## config.mk

```make
export PLATFORM = sky130hd
export DESIGN_NAME = motion_output_ctrl
export DESIGN_NICKNAME = d
export VERILOG_FILES = /design/src/shared/motion_pkg.sv /design/src/logic/motion_output_ctrl.sv /design/src/logic/delay_timer.sv
export SDC_FILE = /design/constraint.sdc
export NUM_CORES = 1
export LEC_CHECK = 0
export BUFFER_PORTS_ARGS = -buffer_cell sky130_fd_sc_hd__buf_2
export CORE_MARGIN = 2
export CORE_UTILIZATION = 55
export CTS_BUF_LIST = sky130_fd_sc_hd__clkbuf_8
export CTS_CLUSTER_SIZE = 10
export DETAILED_ROUTE_END_ITERATION = 16
export MAX_ROUTING_LAYER = met4
export PLACE_DENSITY = 0.84
export SYNTH_ARGS = -nofsm -noshare
export SYNTH_HDL_FRONTEND = slang
export SYNTH_HIERARCHICAL = 1
export SYNTH_SLANG_ARGS = --single-unit
```

## constraint.sdc

```tcl
create_clock -name clk -period 3.5 [get_ports clk]
set_input_delay 0.35 -clock clk [delete_from_list [all_inputs] [get_ports clk]]
set_output_delay 0.35 -clock clk [all_outputs]
set_load 0.02 [all_outputs]
```

## src/shared/motion_pkg.sv

```systemverilog
// Constants, register map, field layouts and carrier types of the
// motor enable and motion output block.
// Assumes a single 25 MHz clock and a plain register port.
package motion_pkg;

  // Register byte offsets.
  localparam logic [7:0] OFS_RATED_CUR  = 8'h00;
  localparam logic [7:0] OFS_RUN_CUR    = 8'h04;
  localparam logic [7:0] OFS_COMMAND    = 8'h08;
  localparam logic [7:0] OFS_USAGE      = 8'h0C;
  localparam logic [7:0] OFS_ENGAGE_DLY = 8'h10;
  localparam logic [7:0] OFS_RELEASE_DLY = 8'h14;
  localparam logic [7:0] OFS_OWNER      = 8'h18;
  localparam logic [7:0] OFS_STATUS     = 8'h1C;
  localparam logic [7:0] OFS_REPLY      = 8'h20;

  // Current in hundredths of an amp.
  localparam int          CUR_W         = 10;
  localparam logic [9:0]  RATED_MAX     = 10'h3E8;
  localparam logic [9:0]  RATED_RST     = 10'h064;
  localparam logic [9:0]  RUN_RST       = 10'h064;

  // Command register bits.
  localparam int          CMD_DISABLE_BIT = 0;
  localparam int          CMD_ENABLE_BIT  = 1;

  // Usage register fields and codes.
  localparam int          USAGE_LSB     = 0;
  localparam int          POINT_LSB     = 4;
  localparam logic [3:0]  USE_STILL_LOW = 4'h1;
  localparam logic [3:0]  USE_STILL_HIGH = 4'h2;
  localparam logic [3:0]  USE_FREE      = 4'h3;
  localparam logic [3:0]  USE_TACH_100  = 4'h4;
  localparam logic [3:0]  USE_TACH_1600 = 4'h8;
  localparam logic [3:0]  USAGE_RST     = 4'h3;
  localparam logic [2:0]  POINT_RST     = 3'h1;
  localparam int          N_POINTS      = 4;

  // Output owner codes.
  localparam logic [1:0]  OWN_GP        = 2'h0;
  localparam logic [1:0]  OWN_ALARM     = 2'h1;
  localparam logic [1:0]  OWN_BRAKE     = 2'h2;
  localparam logic [1:0]  OWN_MOTION    = 2'h3;

  // Status register bits.
  localparam int          STS_ENABLED   = 0;
  localparam int          STS_BRAKE     = 1;
  localparam int          STS_REFUSED   = 2;
  localparam int          STS_STATE_LSB = 4;

  // Reply character for a refused enable.
  localparam logic [7:0]  REPLY_REFUSED = 8'h26;

  // Brake delays in milliseconds.
  localparam int          DLY_W         = 16;
  localparam logic [15:0] ENGAGE_RST    = 16'h0000;
  localparam logic [15:0] RELEASE_RST   = 16'h0000;
  localparam int          CLK_PERIOD_NS = 40;
  localparam int          MS_NS         = 1000000;
  localparam int          CYC_PER_MS    = MS_NS / CLK_PERIOD_NS;
  localparam int          CYC_W         = 24;

  typedef enum logic [3:0] {
    ST_OFF     = 4'h1,
    ST_RELEASE = 4'h2,
    ST_ON      = 4'h4,
    ST_ENGAGE  = 4'h8
  } drive_state_type;

  typedef struct packed {
    logic [7:0]  addr;
    logic [31:0] wdata;
    logic        wr;
    logic        rd;
  } bus_req_type;

  typedef struct packed {
    logic        moving;
    logic        pos_err_small;
    logic        tach_tick;
    logic        alarm_active;
    logic [3:0]  gp_level;
    logic [3:0]  point_is_output;
  } io_in_type;

  typedef struct packed {
    logic              busy;
    logic [DLY_W-1:0]  ms_left;
    logic [CYC_W-1:0]  cyc;
    logic              done;
  } timer_state_type;

endpackage

```

## src/logic/motion_output_ctrl.sv

```systemverilog
// Motor enable sequencing, rated current limit and motion output usage.
// Assumes synchronous inputs, one clock and a plain register port.
//
// Notes on behaviour
// - Rated current readable, writable, 0 to 10 A.
// - Rated current caps the running current.
// - Rated current is handed to motor probing.
// - Disable engages brake, current drops after delay.
// - Forbidden enable is refused, reply is ampersand.
// - Enable releases brake, current returns after delay.
// - Re-enable resumes the previous operating mode.
// - Standard I/O: codes 1, 2 set idle level.
// - Code 3 frees the output for others.
// - Codes 4 to 8 give tach pulses.
// - One function owns each output at once.
// - Variable I/O: point 1-4, must be output except for code 3.
// - Variable I/O: codes 1, 2 track position error.
// - Motion codes override; alarm/brake force code 3.
// - Energized means logic low, released means high.
//
// Implementation choices: the register offsets and the strobed register port.
`timescale 1ns/100ps
module motion_output_ctrl #(
  parameter int CYC_PER_MS = motion_pkg::CYC_PER_MS
) (
  input  wire logic                        clk,
  input  wire logic                        rstn,
  input  wire motion_pkg::bus_req_type     bus_req,
  output logic [31:0]                      rdata,
  input  wire motion_pkg::io_in_type       io_in,
  input  wire logic                        enable_allowed,
  input  wire logic                        variable_io,
  output logic [motion_pkg::CUR_W-1:0]     motor_current,
  output logic [motion_pkg::CUR_W-1:0]     probe_current,
  output logic                             brake_active,
  output logic                             drive_active,
  output logic                             nv_write,
  output logic [motion_pkg::N_POINTS-1:0]  point_level,
  output logic [motion_pkg::N_POINTS-1:0]  point_owned
);

  typedef struct packed {
    motion_pkg::drive_state_type         state;
    logic [motion_pkg::CUR_W-1:0]        rated;
    logic [motion_pkg::CUR_W-1:0]        run_req;
    logic [motion_pkg::CUR_W-1:0]        current;
    logic [3:0]                          usage;
    logic [2:0]                          point;
    logic [7:0]                          owner;
    logic [motion_pkg::DLY_W-1:0]        engage_dly;
    logic [motion_pkg::DLY_W-1:0]        release_dly;
    logic                                refused;
    logic                                tmr_start;
    logic [3:0]                          tach_cnt;
    logic                                tach_pulse;
    logic                                nv_write;
    logic [3:0]                          level;
    logic [3:0]                          owned;
    logic [31:0]                         rdata;
  } ctrl_state_type;

  ctrl_state_type st_ff;
  ctrl_state_type nxt_st;
  logic           tmr_done;
  logic [3:0]     tach_last;
  logic [3:0]     level_c;
  logic [3:0]     owned_c;

  delay_timer #(
    .CYC_PER_MS (CYC_PER_MS)
  ) u_timer (
    .clk      (clk),
    .rstn     (rstn),
    .start    (st_ff.tmr_start),
    .delay_ms (st_ff.state == motion_pkg::ST_ENGAGE ?
               st_ff.engage_dly : st_ff.release_dly),
    .done     (tmr_done)
  );

  // Tach divide ratio: sixteenth down to every tick of a 1600 per rev source.
  always_comb begin
    unique case (st_ff.usage)
      4'h4:    tach_last = 4'hF;
      4'h5:    tach_last = 4'h7;
      4'h6:    tach_last = 4'h3;
      4'h7:    tach_last = 4'h1;
      default: tach_last = 4'h0;
    endcase
  end

  // Per point, the owning function decides the level; low is energized.
  genvar gp;
  generate
    for (gp = 0; gp < motion_pkg::N_POINTS; gp++) begin : g_point
      logic [1:0] own;
      logic       still;
      assign own   = st_ff.owner[2*gp +: 2];
      assign still = variable_io ? io_in.pos_err_small : !io_in.moving;
      always_comb begin
        owned_c[gp] = (own != motion_pkg::OWN_GP);
        level_c[gp] = io_in.gp_level[gp];
        unique case (own)
          motion_pkg::OWN_ALARM: level_c[gp] = !io_in.alarm_active;
          motion_pkg::OWN_BRAKE: level_c[gp] =
            !(st_ff.state inside {motion_pkg::ST_OFF,
                                  motion_pkg::ST_ENGAGE});
          motion_pkg::OWN_MOTION: begin
            if (st_ff.usage >= motion_pkg::USE_TACH_100) begin
              level_c[gp] = !st_ff.tach_pulse;
            end else if (variable_io) begin
              level_c[gp] = (st_ff.usage == motion_pkg::USE_STILL_LOW)
                            ? still : !still;
            end else begin
              level_c[gp] = (st_ff.usage == motion_pkg::USE_STILL_LOW)
                            ? !still : still;
            end
          end
          default: level_c[gp] = io_in.gp_level[gp];
        endcase
      end
    end
  endgenerate

  always_comb begin
    logic [3:0]  u;
    logic [2:0]  p;
    logic [1:0]  pi;
    logic [1:0]  f;
    logic [9:0]  v;
    u  = 4'h0;
    p  = 3'h0;
    pi = 2'h0;
    f  = 2'h0;
    v  = 10'h000;
    nxt_st = st_ff;
    nxt_st.tmr_start = 1'b0;
    nxt_st.nv_write = 1'b0;
    nxt_st.rdata = 32'h0000_0000;
    nxt_st.level = level_c;
    nxt_st.owned = owned_c;

    // Tach pulses count ticks only while the output is a tach output.
    nxt_st.tach_pulse = 1'b0;
    if (st_ff.usage >= motion_pkg::USE_TACH_100 && io_in.tach_tick) begin
      if (st_ff.tach_cnt >= tach_last) begin
        nxt_st.tach_cnt = 4'h0;
        nxt_st.tach_pulse = 1'b1;
      end else begin
        nxt_st.tach_cnt = st_ff.tach_cnt + 4'h1;
      end
    end

    // Brake sequencing.
    unique case (st_ff.state)
      motion_pkg::ST_ENGAGE:
        if (tmr_done && !st_ff.tmr_start) begin
          nxt_st.state = motion_pkg::ST_OFF;
        end
      motion_pkg::ST_RELEASE:
        if (tmr_done && !st_ff.tmr_start) begin
          nxt_st.state = motion_pkg::ST_ON;
        end
      motion_pkg::ST_OFF:
        nxt_st.state = motion_pkg::ST_OFF;
      motion_pkg::ST_ON:
        nxt_st.state = motion_pkg::ST_ON;
    endcase

    if (bus_req.wr) begin
      unique case (bus_req.addr)
        motion_pkg::OFS_RATED_CUR: begin
          v = bus_req.wdata[9:0];
          if (bus_req.wdata[31:10] == '0 && v <= motion_pkg::RATED_MAX) begin
            nxt_st.rated = v;
            nxt_st.nv_write = 1'b1;
          end
        end
        motion_pkg::OFS_RUN_CUR: nxt_st.run_req = bus_req.wdata[9:0];
        motion_pkg::OFS_COMMAND: begin
          if (bus_req.wdata[motion_pkg::CMD_DISABLE_BIT]) begin
            if (st_ff.state inside {motion_pkg::ST_ON,
                                    motion_pkg::ST_RELEASE}) begin
              nxt_st.state = motion_pkg::ST_ENGAGE;
              nxt_st.tmr_start = 1'b1;
            end
          end else if (bus_req.wdata[motion_pkg::CMD_ENABLE_BIT]) begin
            if (!enable_allowed) begin
              nxt_st.refused = 1'b1;
            end else if (st_ff.state inside {motion_pkg::ST_OFF,
                                             motion_pkg::ST_ENGAGE}) begin
              nxt_st.state = motion_pkg::ST_RELEASE;
              nxt_st.tmr_start = 1'b1;
            end
          end
        end
        motion_pkg::OFS_USAGE: begin
          u = bus_req.wdata[motion_pkg::USAGE_LSB +: 4];
          p = variable_io ? bus_req.wdata[motion_pkg::POINT_LSB +: 3]
                          : motion_pkg::POINT_RST;
          pi = p[1:0] - 2'h1;
          if (u >= motion_pkg::USE_STILL_LOW &&
              u <= motion_pkg::USE_TACH_1600 &&
              p >= 3'h1 && p <= 3'h4 &&
              (u == motion_pkg::USE_FREE || !variable_io ||
               io_in.point_is_output[pi])) begin
            for (int i = 0; i < motion_pkg::N_POINTS; i++) begin
              if (st_ff.owner[2*i +: 2] == motion_pkg::OWN_MOTION) begin
                nxt_st.owner[2*i +: 2] = motion_pkg::OWN_GP;
              end
            end
            if (u != motion_pkg::USE_FREE) begin
              nxt_st.owner[2*pi +: 2] = motion_pkg::OWN_MOTION;
            end
            nxt_st.usage = u;
            nxt_st.point = p;
            nxt_st.tach_cnt = 4'h0;
            nxt_st.nv_write = 1'b1;
          end
        end
        motion_pkg::OFS_ENGAGE_DLY:
          nxt_st.engage_dly = bus_req.wdata[15:0];
        motion_pkg::OFS_RELEASE_DLY:
          nxt_st.release_dly = bus_req.wdata[15:0];
        motion_pkg::OFS_OWNER: begin
          f = bus_req.wdata[1:0];
          p = variable_io ? bus_req.wdata[motion_pkg::POINT_LSB +: 3]
                          : motion_pkg::POINT_RST;
          pi = p[1:0] - 2'h1;
          if (f != motion_pkg::OWN_MOTION && p >= 3'h1 && p <= 3'h4) begin
            if (st_ff.owner[2*pi +: 2] == motion_pkg::OWN_MOTION &&
                f != motion_pkg::OWN_GP) begin
              nxt_st.usage = motion_pkg::USE_FREE;
              nxt_st.nv_write = 1'b1;
            end
            if (f != motion_pkg::OWN_GP ||
                st_ff.owner[2*pi +: 2] != motion_pkg::OWN_MOTION) begin
              nxt_st.owner[2*pi +: 2] = f;
            end
          end
        end
        default: nxt_st.refused = nxt_st.refused;
      endcase
    end

    if (bus_req.rd) begin
      unique case (bus_req.addr)
        motion_pkg::OFS_RATED_CUR: nxt_st.rdata = {22'h0, st_ff.rated};
        motion_pkg::OFS_RUN_CUR:   nxt_st.rdata = {22'h0, st_ff.run_req};
        motion_pkg::OFS_USAGE:
          nxt_st.rdata = {25'h0, st_ff.point, st_ff.usage};
        motion_pkg::OFS_ENGAGE_DLY:
          nxt_st.rdata = {16'h0, st_ff.engage_dly};
        motion_pkg::OFS_RELEASE_DLY:
          nxt_st.rdata = {16'h0, st_ff.release_dly};
        motion_pkg::OFS_OWNER:     nxt_st.rdata = {24'h0, st_ff.owner};
        motion_pkg::OFS_STATUS:
          nxt_st.rdata = {24'h0, st_ff.state, 1'b0, st_ff.refused,
                          st_ff.state inside {motion_pkg::ST_OFF,
                                              motion_pkg::ST_ENGAGE},
                          st_ff.state == motion_pkg::ST_ON};
        motion_pkg::OFS_REPLY: begin
          nxt_st.rdata = st_ff.refused ?
                         {24'h0, motion_pkg::REPLY_REFUSED} : 32'h0;
          if (!(bus_req.wr && bus_req.addr == motion_pkg::OFS_COMMAND)) begin
            nxt_st.refused = 1'b0;
          end
        end
        default: nxt_st.rdata = 32'h0000_0000;
      endcase
    end

    // Running current is capped by the rated value and zero while off.
    if (nxt_st.state inside {motion_pkg::ST_ON, motion_pkg::ST_ENGAGE}) begin
      nxt_st.current = (nxt_st.run_req > nxt_st.rated) ?
                       nxt_st.rated : nxt_st.run_req;
    end else begin
      nxt_st.current = '0;
    end
  end

  always_ff @(posedge clk or negedge rstn) begin
    if (!rstn) begin
      st_ff             <= '0;
      st_ff.state       <= motion_pkg::ST_OFF;
      st_ff.rated       <= motion_pkg::RATED_RST;
      st_ff.run_req     <= motion_pkg::RUN_RST;
      st_ff.usage       <= motion_pkg::USAGE_RST;
      st_ff.point       <= motion_pkg::POINT_RST;
      st_ff.engage_dly  <= motion_pkg::ENGAGE_RST;
      st_ff.release_dly <= motion_pkg::RELEASE_RST;
      st_ff.level       <= 4'hF;
    end else begin
      st_ff <= nxt_st;
    end
  end

  assign rdata         = st_ff.rdata;
  assign motor_current = st_ff.current;
  assign probe_current = st_ff.rated;
  assign brake_active  = st_ff.state inside {motion_pkg::ST_OFF,
                                             motion_pkg::ST_ENGAGE} ?
                         1'b1 : 1'b0;
  assign drive_active  = st_ff.state == motion_pkg::ST_ON;
  assign nv_write      = st_ff.nv_write;
  assign point_level   = st_ff.level;
  assign point_owned   = st_ff.owned;

endmodule

```

## src/logic/delay_timer.sv

```systemverilog
// Millisecond delay timer used for brake engage and release waits.
// Assumes start is a one-cycle pulse; a new start restarts the wait.
`timescale 1ns/100ps
module delay_timer #(
  parameter int CYC_PER_MS = motion_pkg::CYC_PER_MS
) (
  input  wire logic                         clk,
  input  wire logic                         rstn,
  input  wire logic                         start,
  input  wire logic [motion_pkg::DLY_W-1:0] delay_ms,
  output logic                              done
);

  motion_pkg::timer_state_type st_ff;
  motion_pkg::timer_state_type nxt_st;

  localparam logic [motion_pkg::CYC_W-1:0] CYC_LAST =
    motion_pkg::CYC_W'(CYC_PER_MS - 1);

  always_comb begin
    nxt_st = st_ff;
    nxt_st.done = 1'b0;
    if (start) begin
      nxt_st.busy = 1'b1;
      nxt_st.ms_left = delay_ms;
      nxt_st.cyc = '0;
    end else if (st_ff.busy) begin
      if (st_ff.ms_left == '0) begin
        nxt_st.busy = 1'b0;
        nxt_st.done = 1'b1;
      end else if (st_ff.cyc == CYC_LAST) begin
        nxt_st.cyc = '0;
        nxt_st.ms_left = st_ff.ms_left - 1'b1;
      end else begin
        nxt_st.cyc = st_ff.cyc + 1'b1;
      end
    end
  end

  always_ff @(posedge clk or negedge rstn) begin
    if (!rstn) begin
      st_ff <= '0;
    end else begin
      st_ff <= nxt_st;
    end
  end

  assign done = st_ff.done;

endmodule

```

==> results.toml <==
[run_status]
status = "complete, no violations"

[logic_synthesis]
synth-adder-area-share_pct = 2.724
synth_top_family_by_area = "simple AND/OR/NAND/NOR gates"
ys_ff_latch = 155
ys_seq_area_share_pct = 42.41
yosysTopAreaCellShare_pct = 38.41
synthXorXnorAreaFrac_pct = 0.9398
async_reset_ff_share_pct = 100.0
yosysTopAreaCell = "dfrtp_1"
synth_area_leaders = "dfrtp_1, mux2_2, buf_4, nand2_1, dfstp_2"
synth_edf_count = 0
synth-main-ff-cell = "dfrtp_1"
yosys-mux-area-fraction_pct = 8.921
syn_avg_cell_area_sq_um = 9.432
synth-compound-area-share_pct = 15.89
synthCells = 974
syn_area_sq_um = 9186
yosysWarnings = 6
yosysUniqueCellTypes = 85
synth-simple-area-share_pct = 20.35

[sta]
fin_crit_sh_pct = 95.05
clock_skew_ps = 12.34
hold-worst-slack_ps = 95.67
setup_ws_ps = 173.3
tightest_slew_ps = 883.0
period_needed_ps = 3327
rsz0062_at_grt = "no"
hold_viol_final = 0
fmax_mhz = 300.6
relSlewSlack_pct = 41.14
setup_viol = 0
drv_slew = 0

[detailed_routing]
wirelength_mm = 23.14
dr.max_layer_used = "met4"
wl_met2_mm = 10.90
dr.pass1.iters = 6
route.detailed.drc = 0
dr_wl_met3_mm = 1.876
wl_met1_mm = 9.769
vias = 7965
viasPerCell = 6.136
drtIter0Drc = 734
wl_per_cell_um = 17.83
ant_nets = 0

[setup_path]
cp.buffers_inverters = 3
worstPathArrival_ps = 3710
cp_max_fo = 9
crit_family = "simple AND/OR/NAND/NOR gates"
timing.rr.start = "u_timer/st_ff[25]"
rrSetupSlack_ps = 940
path_cells = "buf_2 -> or4_1 -> nor4b_4 -> and2_4 -> and2_4 -> nand2_1 -> nand2_1 -> inv_1 -> ha_1 -> and3_1 -> and3_4 -> o2111ai_2 -> a2111oi_4 -> a21oi_2 -> a31oi_1 -> buf_4 -> mux2i_1"
ff2ff_path_depth = 7
max_stage_delay_ps = 650
setup.worst_path.class = "input port to flip-flop"
cp.required_ps = 3880
slowest_stage = "or4_1"
critPathLaunchType = "input port"
rr_endpoint = "u_timer/st_ff[19]"
end_kind = "flip-flop"

[floorplan]
placementRows = 47
coreArea_sq_um = 16470
dieArea_sq_um = 17750
start_util_pct = 55.79
ios = 121
die_h_um = 133.2
die_w_um = 133.2

[worst_hold_path]
hold_path.class = "input port to flip-flop"
hold_depth = 2
min_to = "st_ff[47]"
hp-start = "bus_req[0]"

[final_layout]
fillerInstances = 1344
final_common_cell = "dfrtp_1"
final_util_pct = 62.43
drive_gt1_share_pct = 27.55
final_nets = 1143
layout_common_cells = "dfrtp_1, nand2_1, buf_2, nor2_1, o21ai_0"
diodes = 0
multi_input_area_sq_um = 4564
register_area_sq_um = 3896
syn_to_final_growth_pct = 11.90

[global_route]
grt_pass1_wl_mm = 38.19
gr-total-overflow = 0
track_usage_pct = 27.66
grt_pass1_vias = 7605
grt_max_degree = 87
antenna_found_initial = 0

[power_and_ir_drop]
peakVddDrop_v = 0.0004288
p_leak_uw = 0.004746
power_uw = 3880
power.density_nw_per_um2 = 377.5

[place]
pre_cts_slack_ps = -246.8
routabilityCongestion = 0.9441
dp_hpwl_mm = 16.77
io_buffer_count = 104

[clock_tree]
path_clk_slew_ps = 80
cts_tree = "built"
clock_path_buffers = 2
cts_setup_buffers = 0
clock-sinks = 155
htreeDepth = 4
insertion_delay_ps = 470
ctsResizeCount = 0
cts_hold_buf = 1
clock_tree.root_cell = "clkbuf_8"
cts_made_buffers = 17

[job]
max-cap-violations = 0
## Yosys cell counts, types with 6 or more instances
| master | number |
|---|---|
| a222oi_1 | 6 |
| or3_1 | 17 |
| o21ai_1 | 8 |
| or2_2 | 7 |
| a21oi_1 | 43 |
| nand3_1 | 35 |
| o21ai_0 | 60 |
| nor2b_1 | 6 |
| a22oi_1 | 31 |
| nor3_1 | 22 |
| nand4_1 | 14 |
| nand2_1 | 109 |
| buf_2 | 8 |
| mux2i_1 | 14 |
| nor2_1 | 61 |
| dfrtp_1 | 141 |
| mux2_2 | 57 |
| inv_1 | 30 |
| nand2b_1 | 7 |
| o31ai_1 | 7 |
| and4_1 | 8 |
| clkbuf_1 | 33 |
| ha_1 | 20 |
| and2_1 | 8 |
| dfstp_2 | 14 |
| buf_4 | 62 |
| nor4_1 | 17 |
| and3_1 | 8 |
| a31oi_1 | 13 |
| or4_1 | 8 |
## sequential cells by signal, indices dropped and copies added, names as in the netlist
name / count
motor_current: 10
point_owned: 4
nv_write: 1
g_point.own: 8
point_level: 4
rdata: 16
probe_current: 10
st_ff: 60
u_timer/done: 1
u_timer/st_ff: 41
## metrics by stage
step | instances | setup TNS (ps) | instance area (sq um)
2_1_floorplan | 989 | -315.2 | 9256
3_3_place_gp | 1265 | -1140 | 9842
3_5_place_dp | 1265 | -1990 | 9842
4_1_cts | 1298 | 0 | 10280
5_1_grt | 1298 | 0 | 10280
6_report | 1298 | 0 | 10280
## how the worst max path moves through the flow
stage / startpoint / endpoint / slack (ps) / cells after the start
after floorplan: bus_req[35] / motor_current[0] / -40 / 18
after global placement: bus_req[16] / motor_current[5] / -120 / 17
after detailed placement: bus_req[16] / motor_current[8] / -250 / 17
after CTS: bus_req[16] / motor_current[8] / 190 / 17
after global routing: bus_req[16] / motor_current[8] / 80 / 17
final: bus_req[16] / motor_current[8] / 170 / 17
## metal layers
metal | vias to the layer above | GRT usage, %
met2 | 398 | 42.20
met3 | 71 | 6.012
met5 | - | -
met1 | 3826 | 37.08
li1 | 3670 | -
met4 | 0 | 9.161
## power breakdown
part           switching, uW  internal [uW]  total (uW)
Clock                    686            788        1470
Combinational            272            222         493
Sequential              56.8           1860        1910
Total                   1010           2870        3880
## cell families (layout without fill, tap and decap cells)
group | after synthesis | in the layout
xor gates and xnor gates | 9 | 9
AOI/OAI and AO/OA | 221 | 221
other | 1 | 16
muxes | 73 | 73
buffers and inverters | 139 | 228
adders and majority gates | 20 | 20
DFF | 155 | 155
and+or+nand+nor | 356 | 356
## final cells by class
cell class / count / share of cell area [%]
clock buffer: 18 / 2.410
clock inverter: 14 / 1.753
inverter: 31 / 1.132
multi-input combinational: 695 / 44.40
sequential: 155 / 37.90
tap: 220 / 2.678
timing repair buffer: 165 / 9.725
Power figures use the tool's default switching activity.
